**config.mk**
```make
export PLATFORM = sky130hd
export DESIGN_NAME = loc_top
export DESIGN_NICKNAME = d
export VERILOG_FILES = /design/src/inc/loc_pkg.sv /design/src/inc/loc_core_if.sv /design/src/hdl/loc_core.sv /design/src/hdl/loc_top.sv
export SDC_FILE = /design/constraint.sdc
export NUM_CORES = 1
export LEC_CHECK = 0
export BUFFER_PORTS_ARGS = -buffer_cell sky130_fd_sc_hd__buf_4
export CAP_MARGIN = 30
export CORE_UTILIZATION = 45
export CTS_CLUSTER_DIAMETER = 100
export DETAILED_ROUTE_END_ITERATION = 6
export HOLD_SLACK_MARGIN = 0.12
export SKIP_CTS_REPAIR_TIMING = 1
export SYNTH_ARGS = -nofsm -noshare
export SYNTH_HDL_FRONTEND = slang
export SYNTH_SLANG_ARGS = --single-unit
```
**constraint.sdc**
```tcl
create_clock -name sys_clk -period 6.6 [get_ports sys_clk]
set_clock_uncertainty 0.2 [all_clocks]
set_input_delay 1.32 -clock sys_clk [delete_from_list [all_inputs] [get_ports sys_clk]]
set_output_delay 1.32 -clock sys_clk [all_outputs]
set_load 0.03 [all_outputs]
```
**src/inc/loc_pkg.sv**
```systemverilog
// Package for the LED open check and identification register block.
// Assumes a single 250 MHz clock domain and an I2C-compatible register port.
`default_nettype none

package loc_pkg;

  // ==========================================================================
  // Register offsets
  localparam logic [7:0] LOC_OFF_TRIP_LEVEL = 8'h30; // proximity_trip_level
  localparam logic [7:0] LOC_OFF_CONTROL    = 8'h31; // led_open_check_control
  localparam logic [7:0] LOC_OFF_RESULT     = 8'h32; // led_open_check_result
  localparam logic [7:0] LOC_OFF_REVISION   = 8'hfe; // silicon_revision
  localparam logic [7:0] LOC_OFF_IDENT      = 8'hff; // device_identifier

  // ==========================================================================
  // Field layout and reset values
  localparam int         LOC_CTRL_COMP_BIT  = 0;     // Comparator enable
  localparam int         LOC_CTRL_FORCE_LSB = 4;     // force_drive_one..four at 7:4
  localparam int         LOC_NUM_LED        = 4;
  localparam logic [7:0] LOC_CTRL_WMASK     = 8'hf1; // Writable control bits
  localparam logic [7:0] LOC_TRIP_RESET     = 8'h00;
  localparam logic [7:0] LOC_CTRL_RESET     = 8'h00;
  localparam logic [3:0] LOC_RESULT_RESET   = 4'h0;
  localparam logic [7:0] LOC_TRIP_MAX       = 8'hff; // Only saturation trips

  // ==========================================================================
  // ADC layout: trip level is the top eight bits of a 19-bit count
  localparam int          LOC_ADC_W   = 19;
  localparam int          LOC_ADC_MSB = 18;
  localparam int          LOC_ADC_LSB = 11;
  localparam logic [18:0] LOC_ADC_SAT = 19'h7ffff;

  // ==========================================================================
  // Serial port
  localparam logic [6:0] LOC_I2C_ADDR_DEF = 7'h5a; // Arbitrary default
  localparam logic [3:0] LOC_BITS_BYTE    = 4'h8;
  localparam logic [2:0] LOC_LAST_TX_BIT  = 3'h7;

  typedef enum logic [3:0] {
    LOC_ST_IDLE,
    LOC_ST_ADDR,
    LOC_ST_ACK_ADDR,
    LOC_ST_PTR,
    LOC_ST_ACK_PTR,
    LOC_ST_WDATA,
    LOC_ST_ACK_WDATA,
    LOC_ST_RDATA,
    LOC_ST_RACK
  } loc_i2c_state_t;

endpackage : loc_pkg

`default_nettype wire

```
**src/inc/loc_core_if.sv**
```systemverilog
// Interface between the register front end and the proximity/open-check core.
// Assumes both ends share sys_clk; all signals are same-domain.
`default_nettype none

interface loc_core_if;
  import loc_pkg::*;

  logic [7:0]           trip_level;    // Proximity threshold register
  logic                 comp_en;       // Comparator enable bit
  logic [3:0]           force_req;     // Forced-on test bits, LED four..one at 3:0
  logic                 adc_valid;     // New first-channel sample
  logic [LOC_ADC_W-1:0] adc_count;     // First-channel ADC count
  logic                 near_object_event_mode;     // Proximity mode active
  logic [3:0]           open_sync;     // Synchronised comparator outputs
  logic                 near_event;    // Proximity trip pulse
  logic                 go_normal;     // Leave proximity mode pulse
  logic [3:0]           force_drive;   // Driver force-on, gated
  logic [3:0]           open_flags;    // Captured open-circuit flags

  modport front (output trip_level, comp_en, force_req, adc_valid, adc_count, near_object_event_mode,
                 open_sync, input near_event, go_normal, force_drive, open_flags);
  modport core  (input trip_level, comp_en, force_req, adc_valid, adc_count, near_object_event_mode,
                 open_sync, output near_event, go_normal, force_drive, open_flags);
endinterface : loc_core_if

`default_nettype wire

```
**src/hdl/loc_core.sv**
```systemverilog
// Proximity threshold compare and LED open-circuit test core.
// Assumes inputs on the interface are already in the sys_clk domain.
`default_nettype none

module loc_core
  import loc_pkg::*;
(
  input  wire logic   sys_clk,
  input  wire logic   rst_n,
  loc_core_if.core    cif
);

  // ==========================================================================
  // Proximity compare
  logic [7:0] adc_top;
  logic       trip_hit;

  assign adc_top  = cif.adc_count[LOC_ADC_MSB:LOC_ADC_LSB];
  // Top code means saturation only, else top byte at or above level
  assign trip_hit = (cif.trip_level == LOC_TRIP_MAX) ?
                    (cif.adc_count == LOC_ADC_SAT) :
                    (adc_top >= cif.trip_level);

  // Event and mode-change pulses, only while proximity mode runs
  always_ff @(posedge sys_clk or negedge rst_n) begin
    if (!rst_n) begin
      cif.near_event <= 1'b0;
      cif.go_normal  <= 1'b0;
    end else begin
      cif.near_event <= cif.adc_valid & cif.near_object_event_mode & trip_hit;
      cif.go_normal  <= cif.adc_valid & cif.near_object_event_mode & trip_hit;
    end
  end

  // ==========================================================================
  // Per-driver force and result capture
  genvar g;
  generate
    for (g = 0; g < LOC_NUM_LED; g++) begin : g_led
      // Force only while comparator is enabled
      always_ff @(posedge sys_clk or negedge rst_n) begin
        if (!rst_n) begin
          cif.force_drive[g] <= 1'b0;
        end else begin
          cif.force_drive[g] <= cif.comp_en & cif.force_req[g];
        end
      end
      // Flag tracks comparator while enabled, holds last result when off
      always_ff @(posedge sys_clk or negedge rst_n) begin
        if (!rst_n) begin
          cif.open_flags[g] <= LOC_RESULT_RESET[g];
        end else if (cif.comp_en) begin
          cif.open_flags[g] <= cif.open_sync[g];
        end
      end
    end
  endgenerate

endmodule : loc_core

`default_nettype wire

```
**src/hdl/loc_top.sv**
```systemverilog
// LED open check, proximity threshold and identification registers with
// an I2C-compatible slave port.
// Assumes scl/sda and comparator outputs are asynchronous pins; the ADC
// sample, its strobe and the proximity-mode flag come from sys_clk logic.
`default_nettype none

module loc_top
  import loc_pkg::*;
#(
  parameter logic [6:0] I2C_ADDR      = LOC_I2C_ADDR_DEF,
  parameter logic [7:0] REVISION_CODE = 8'h01,  // Arbitrary value
  parameter logic [7:0] IDENT_CODE    = 8'h5c   // Arbitrary value
)(
  input  wire logic                 sys_clk,
  input  wire logic                 rst_n,
  input  wire logic                 scl_i,
  input  wire logic                 sda_i,
  output var  logic                 sda_o,
  output var  logic                 sda_oe,
  input  wire logic                 adc_valid,
  input  wire logic [LOC_ADC_W-1:0] adc_count,
  input  wire logic                 near_object_event_mode,
  input  wire logic [3:0]           open_raw,
  output var  logic                 comp_enable,
  output wire logic [3:0]           force_drive,
  output wire logic [3:0]           open_flags,
  output wire logic                 near_object_event,
  output wire logic                 go_normal_mode
);

  // ==========================================================================
  // Pin synchronisers
  logic [1:0] scl_s_r;
  logic [1:0] sda_s_r;
  logic       scl_d_r;
  logic       sda_d_r;
  logic [3:0] open_m_r;
  logic [3:0] open_s_r;

  // Two flops before any logic; third stage only for edge detection
  always_ff @(posedge sys_clk or negedge rst_n) begin
    if (!rst_n) begin
      scl_s_r  <= 2'h3;
      sda_s_r  <= 2'h3;
      scl_d_r  <= 1'b1;
      sda_d_r  <= 1'b1;
      open_m_r <= 4'h0;
      open_s_r <= 4'h0;
    end else begin
      scl_s_r  <= {scl_s_r[0], scl_i};
      sda_s_r  <= {sda_s_r[0], sda_i};
      scl_d_r  <= scl_s_r[1];
      sda_d_r  <= sda_s_r[1];
      open_m_r <= open_raw;
      open_s_r <= open_m_r;
    end
  end

  logic scl_rise;
  logic scl_fall;
  logic start_cond;
  logic stop_cond;

  assign scl_rise   = scl_s_r[1] & ~scl_d_r;
  assign scl_fall   = ~scl_s_r[1] & scl_d_r;
  assign start_cond = scl_s_r[1] & scl_d_r & sda_d_r & ~sda_s_r[1];
  assign stop_cond  = scl_s_r[1] & scl_d_r & ~sda_d_r & sda_s_r[1];

  // ==========================================================================
  // Registers
  logic [7:0] trip_level_r;
  logic [7:0] control_r;
  logic [7:0] ptr_r;
  logic [7:0] rd_data;
  logic       wr_pulse;
  logic [7:0] rx_sh_r;

  // Bundle toward the core, declared ahead of the read mux that uses it
  loc_core_if cif ();

  // Read mux; offsets outside this block read zero
  always_comb begin
    unique case (ptr_r)
      LOC_OFF_TRIP_LEVEL: rd_data = trip_level_r;
      LOC_OFF_CONTROL:    rd_data = control_r & LOC_CTRL_WMASK;
      LOC_OFF_RESULT:     rd_data = {4'h0, cif.open_flags};
      LOC_OFF_REVISION:   rd_data = REVISION_CODE;
      LOC_OFF_IDENT:      rd_data = IDENT_CODE;
      default:            rd_data = 8'h00;
    endcase
  end

  // Writable registers; read-only offsets simply drop the write
  always_ff @(posedge sys_clk or negedge rst_n) begin
    if (!rst_n) begin
      trip_level_r <= LOC_TRIP_RESET;
      control_r    <= LOC_CTRL_RESET;
    end else if (wr_pulse) begin
      if (ptr_r == LOC_OFF_TRIP_LEVEL) begin
        trip_level_r <= rx_sh_r;
      end
      if (ptr_r == LOC_OFF_CONTROL) begin
        control_r <= rx_sh_r & LOC_CTRL_WMASK;
      end
    end
  end

  // Comparator enable straight from the control register
  always_ff @(posedge sys_clk or negedge rst_n) begin
    if (!rst_n) begin
      comp_enable <= 1'b0;
    end else begin
      comp_enable <= control_r[LOC_CTRL_COMP_BIT];
    end
  end

  // ==========================================================================
  // Serial slave
  loc_i2c_state_t state_r;
  logic [3:0]     bitcnt_r;
  logic [7:0]     tx_sh_r;
  logic           is_read_r;
  logic           nack_r;

  assign wr_pulse = (state_r == LOC_ST_ACK_WDATA) & scl_fall;

  // Byte-level protocol; pointer auto-increments on each data byte
  always_ff @(posedge sys_clk or negedge rst_n) begin
    if (!rst_n) begin
      state_r   <= LOC_ST_IDLE;
      bitcnt_r  <= 4'h0;
      rx_sh_r   <= 8'h00;
      tx_sh_r   <= 8'h00;
      is_read_r <= 1'b0;
      nack_r    <= 1'b0;
      ptr_r     <= 8'h00;
      sda_oe    <= 1'b0;
    end else if (start_cond) begin
      state_r  <= LOC_ST_ADDR;
      bitcnt_r <= 4'h0;
      sda_oe   <= 1'b0;
    end else if (stop_cond) begin
      state_r <= LOC_ST_IDLE;
      sda_oe  <= 1'b0;
    end else begin
      unique case (state_r)
        LOC_ST_IDLE: begin
          sda_oe <= 1'b0;
        end
        LOC_ST_ADDR, LOC_ST_PTR, LOC_ST_WDATA: begin
          if (scl_rise && bitcnt_r < LOC_BITS_BYTE) begin
            rx_sh_r  <= {rx_sh_r[6:0], sda_s_r[1]};
            bitcnt_r <= bitcnt_r + 4'h1;
          end else if (scl_fall && bitcnt_r == LOC_BITS_BYTE) begin
            bitcnt_r <= 4'h0;
            if (state_r == LOC_ST_ADDR) begin
              // Foreign address: stay off the bus until next start
              if (rx_sh_r[7:1] == I2C_ADDR) begin
                is_read_r <= rx_sh_r[0];
                sda_oe    <= 1'b1;
                state_r   <= LOC_ST_ACK_ADDR;
              end else begin
                state_r <= LOC_ST_IDLE;
              end
            end else begin
              sda_oe  <= 1'b1;
              state_r <= (state_r == LOC_ST_PTR) ? LOC_ST_ACK_PTR : LOC_ST_ACK_WDATA;
            end
          end
        end
        LOC_ST_ACK_ADDR: begin
          if (scl_fall) begin
            if (is_read_r) begin
              tx_sh_r <= rd_data;
              sda_oe  <= ~rd_data[7];
              ptr_r   <= ptr_r + 8'h01;
              state_r <= LOC_ST_RDATA;
            end else begin
              sda_oe  <= 1'b0;
              state_r <= LOC_ST_PTR;
            end
          end
        end
        LOC_ST_ACK_PTR: begin
          if (scl_fall) begin
            ptr_r   <= rx_sh_r;
            sda_oe  <= 1'b0;
            state_r <= LOC_ST_WDATA;
          end
        end
        LOC_ST_ACK_WDATA: begin
          if (scl_fall) begin
            ptr_r   <= ptr_r + 8'h01; // Write lands this same edge
            sda_oe  <= 1'b0;
            state_r <= LOC_ST_WDATA;
          end
        end
        LOC_ST_RDATA: begin
          if (scl_fall) begin
            if (bitcnt_r[2:0] == LOC_LAST_TX_BIT) begin
              bitcnt_r <= 4'h0;
              sda_oe   <= 1'b0;
              state_r  <= LOC_ST_RACK;
            end else begin
              tx_sh_r  <= {tx_sh_r[6:0], 1'b0};
              sda_oe   <= ~tx_sh_r[6];
              bitcnt_r <= bitcnt_r + 4'h1;
            end
          end
        end
        LOC_ST_RACK: begin
          if (scl_rise) begin
            nack_r <= sda_s_r[1];
          end else if (scl_fall) begin
            // Master nack ends the read burst
            if (nack_r) begin
              state_r <= LOC_ST_IDLE;
            end else begin
              tx_sh_r <= rd_data;
              sda_oe  <= ~rd_data[7];
              ptr_r   <= ptr_r + 8'h01;
              state_r <= LOC_ST_RDATA;
            end
          end
        end
        default: begin
          state_r <= LOC_ST_IDLE;
        end
      endcase
    end
  end

  // Open drain: data line only ever pulled low
  always_ff @(posedge sys_clk or negedge rst_n) begin
    if (!rst_n) begin
      sda_o <= 1'b0;
    end else begin
      sda_o <= 1'b0;
    end
  end

  // ==========================================================================
  // Core
  assign cif.trip_level = trip_level_r;
  assign cif.comp_en    = control_r[LOC_CTRL_COMP_BIT];
  assign cif.force_req  = control_r[LOC_CTRL_FORCE_LSB +: LOC_NUM_LED];
  assign cif.adc_valid  = adc_valid;
  assign cif.adc_count  = adc_count;
  assign cif.near_object_event_mode  = near_object_event_mode;
  assign cif.open_sync  = open_s_r;

  loc_core u_core (
    .sys_clk (sys_clk),
    .rst_n   (rst_n),
    .cif     (cif.core)
  );

  // Core outputs are flops inside the core
  assign force_drive       = cif.force_drive;
  assign open_flags        = cif.open_flags;
  assign near_object_event = cif.near_event;
  assign go_normal_mode    = cif.go_normal;

endmodule : loc_top

`default_nettype wire

```
==> metrics.yaml <==
post-synth-top-count-cell: "dfrtp_1"
cts-root-buf: "clkbuf_8"
diodes: 0
tightestPinTransition_ps: 888.1
reg2reg_setup_slack_ps: 3930
syn_area_per_cell_um2: 10.28
synth_common_cells: "dfrtp_1 (65), o21ai_0 (29), nand2_1 (28), mux2_2 (26), a21oi_1 (21)"
grt_max_degree: 72
dieArea_um2: 8873
ctsHtreeMaxLevel: 3
wl_per_cell_um: 16.62
worst_ep_arrival_time_ps: 2690
wl_mm: 8.593
worstSetupStartpointType: "register"
ys_types: 63
critPathRequiredTime_ps: 6620
postSynthCellCount: 372
r2r_end: "cif.trip_level[0]"
setup_viol: 0
fin_setup_tns_ps: 0
route.vias.total: 2955
buffer_ports.inserted: 40
synth_edf_count: 0
die_w_um: 94.20
fin_nets: 451
insertion_delay_ps: 340
cts_made_buffers: 9
vias_per_cell: 5.716
slew_viol_final: 0
drive_gt1_share_pct: 24.76
hold_violations: 0
relSlewSlack_pct: 40.79
final_util_pct: 53.10
grt_pass1_wl_mm: 14.57
antenna_found_initial: 0
route.detailed.drc: 0
dpl.hpwl_mm: 6.080
fp.dieH_um: 94.20
cts_sinks: 71
post-route-min-period_ps: 2667
grt_setup_unrepaired: "no"
initial_core_util_pct: 46.55
area_growth_pct: 14.07
dr.first_iter.drc_count: 141
clk_path_buf_depth: 2
synth_top_area_cell: "dfrtp_1"
synth_top_area_share_pct: 42.53
async_reset_ff_share_pct: 100.0
crit_end: "cif.trip_level[0]"
clkTransAtPathRegs_ps: 80
worstSetupEndpointType: "register"
powerDensity_nw_per_um2: 343.0
status: "finished, final reports clean"
critPathKind: "register to register"
antenna_left: 0
synth_warnings: 0
r2r-start: "state_r[2]"
rows: 33
max_cap_viol_count: 0
pre_cts_ws_ps: 3592
grt_use_total_pct: 21.52
ys_seq_area_share_pct: 46.65
hp-class: "register to register"
cts_tree: "done"
grt_pass1_vias: 2795
nFillCells: 738
period_share_pct: 40.42
worst_slack_ps: 3933
worst-r2r-cell-count: 4
crit_start: "state_r[2]"
netlist_top_cells_area: "dfrtp_1 (43%), mux2_2 (7.7%), ha_1 (4.9%)"
synthFlopType: "dfrtp_1"
fmax_ghz: 0.3749
drtPass1Iterations: 5
core_area_um2: 8217
syn-cell-area_um2: 3825
synth_nets: 416
ios: 42
crit_path_max_fanout: 19
synth-seq-cells: 71
timing.hold.ws_ps: 150.5
irDropWorstVdd_v: 0.0001747
gp_congestion: 0.8157
grt_overflow: 0
cellLeakagePower_nw: 1.951
## registers in the layout, indices dropped and copies added, names as in the netlist
register / flops
cif.trip_level: 8
ptr_r: 8
rx_sh_r: 8
tx_sh_r: 7
control_r: 5
bitcnt_r: 4
cif.open_sync: 4
open_m_r: 4
state_r: 4
u_core.cif.force_drive: 4
u_core.cif.open_flags: 4
scl_s_r: 2
sda_s_r: 2
comp_enable: 1
is_read_r: 1
nack_r: 1
scl_d_r: 1
sda_d_r: 1
sda_oe: 1
u_core.cif.near_event: 1
## placed cells by master, fill, tap and decap left out, types with 10 or more instances in the layout
| cell type | Yosys | routed |
|---|---|---|
| o21ai_0 | 29 | 29 |
| nor2_1 | 14 | 14 |
| nand3_1 | 15 | 15 |
| nand4_1 | 12 | 12 |
| buf_4 | 4 | 41 |
| a21oi_1 | 21 | 21 |
| dfrtp_1 | 65 | 65 |
| clkbuf_8 | 0 | 10 |
| nand2_1 | 28 | 28 |
| inv_1 | 17 | 17 |
| ha_1 | 15 | 15 |
| mux2_2 | 26 | 26 |
## how the worst min path moves through the flow
stage | startpoint | to | slack [ps] | depth (start not counted)
floorplan | open_m_r[0] | cif.open_sync[0] | 130 | 0
global placement | open_m_r[2] | cif.open_sync[2] | 130 | 0
detailed placement | open_m_r[2] | cif.open_sync[2] | 130 | 0
CTS | open_m_r[2] | cif.open_sync[2] | 150 | 0
global route | open_m_r[2] | cif.open_sync[2] | 160 | 0
finish | open_m_r[2] | cif.open_sync[2] | 150 | 0
## through the flow
step           instances  instance area [µm²]  power, mW
3_5_place_dp         501                 4158      1.137
4_1_cts              517                 4363      1.499
5_1_grt              517                 4363      1.602
6_report             517                 4363      1.496
3_3_place_gp         501                 4158      1.130
2_1_floorplan        372                 3825      1.011
## layout make-up
type | instances | area (µm²) | share of cell area (%)
clock buffer | 10 | 137.6 | 3.155
sequential | 71 | 1784 | 40.89
tap | 105 | 131.4 | 3.011
multi-input combinational | 267 | 1871 | 42.87
timing repair buffer | 41 | 307.8 | 7.055
clock inverter | 6 | 67.56 | 1.549
inverter | 17 | 63.81 | 1.463
## worst max-delay path, cell delays in order, from the launching register on
cell,delay (ps)
dfrtp_1,720
nand2b_1,200
or4_4,560
nor3_4,460
mux2_2,390
## cells by family (layout without fill, tap and decap cells)
group | Yosys count | count (layout) | share of synthesized area [%]
AOI/OAI and AO/OA | 90 | 90 | 14.88
xor gates and xnor gates | 2 | 2 | 0.4580
adders and majority gates | 15 | 15 | 4.907
buffers and inverters | 34 | 74 | 4.449
DFF | 71 | 71 | 46.65
muxes | 28 | 28 | 8.178
other | 1 | 1 | 0.09804
and+or+nand+nor | 131 | 131 | 20.38
## routing by layer
metal  global-route usage [%]  vias up  part of all wire [%]
met5                        0        -                     0
met4                    7.051        0                   1.0
met3                    3.398       10                   4.2
met2                    30.50       76                    44
met1                    33.06     1427                    51
li1                         -     1442                     -
## report_power, final
part | switching [mW] | leakage (nW) | internal, mW
logic | 0.273 | 0.930 | 0.210
clock network | 0.176 | 0.0993 | 0.187
registers | 0.143 | 0.921 | 0.507
total | 0.592 | 1.95 | 0.904
(Power assumes the default switching activity.)
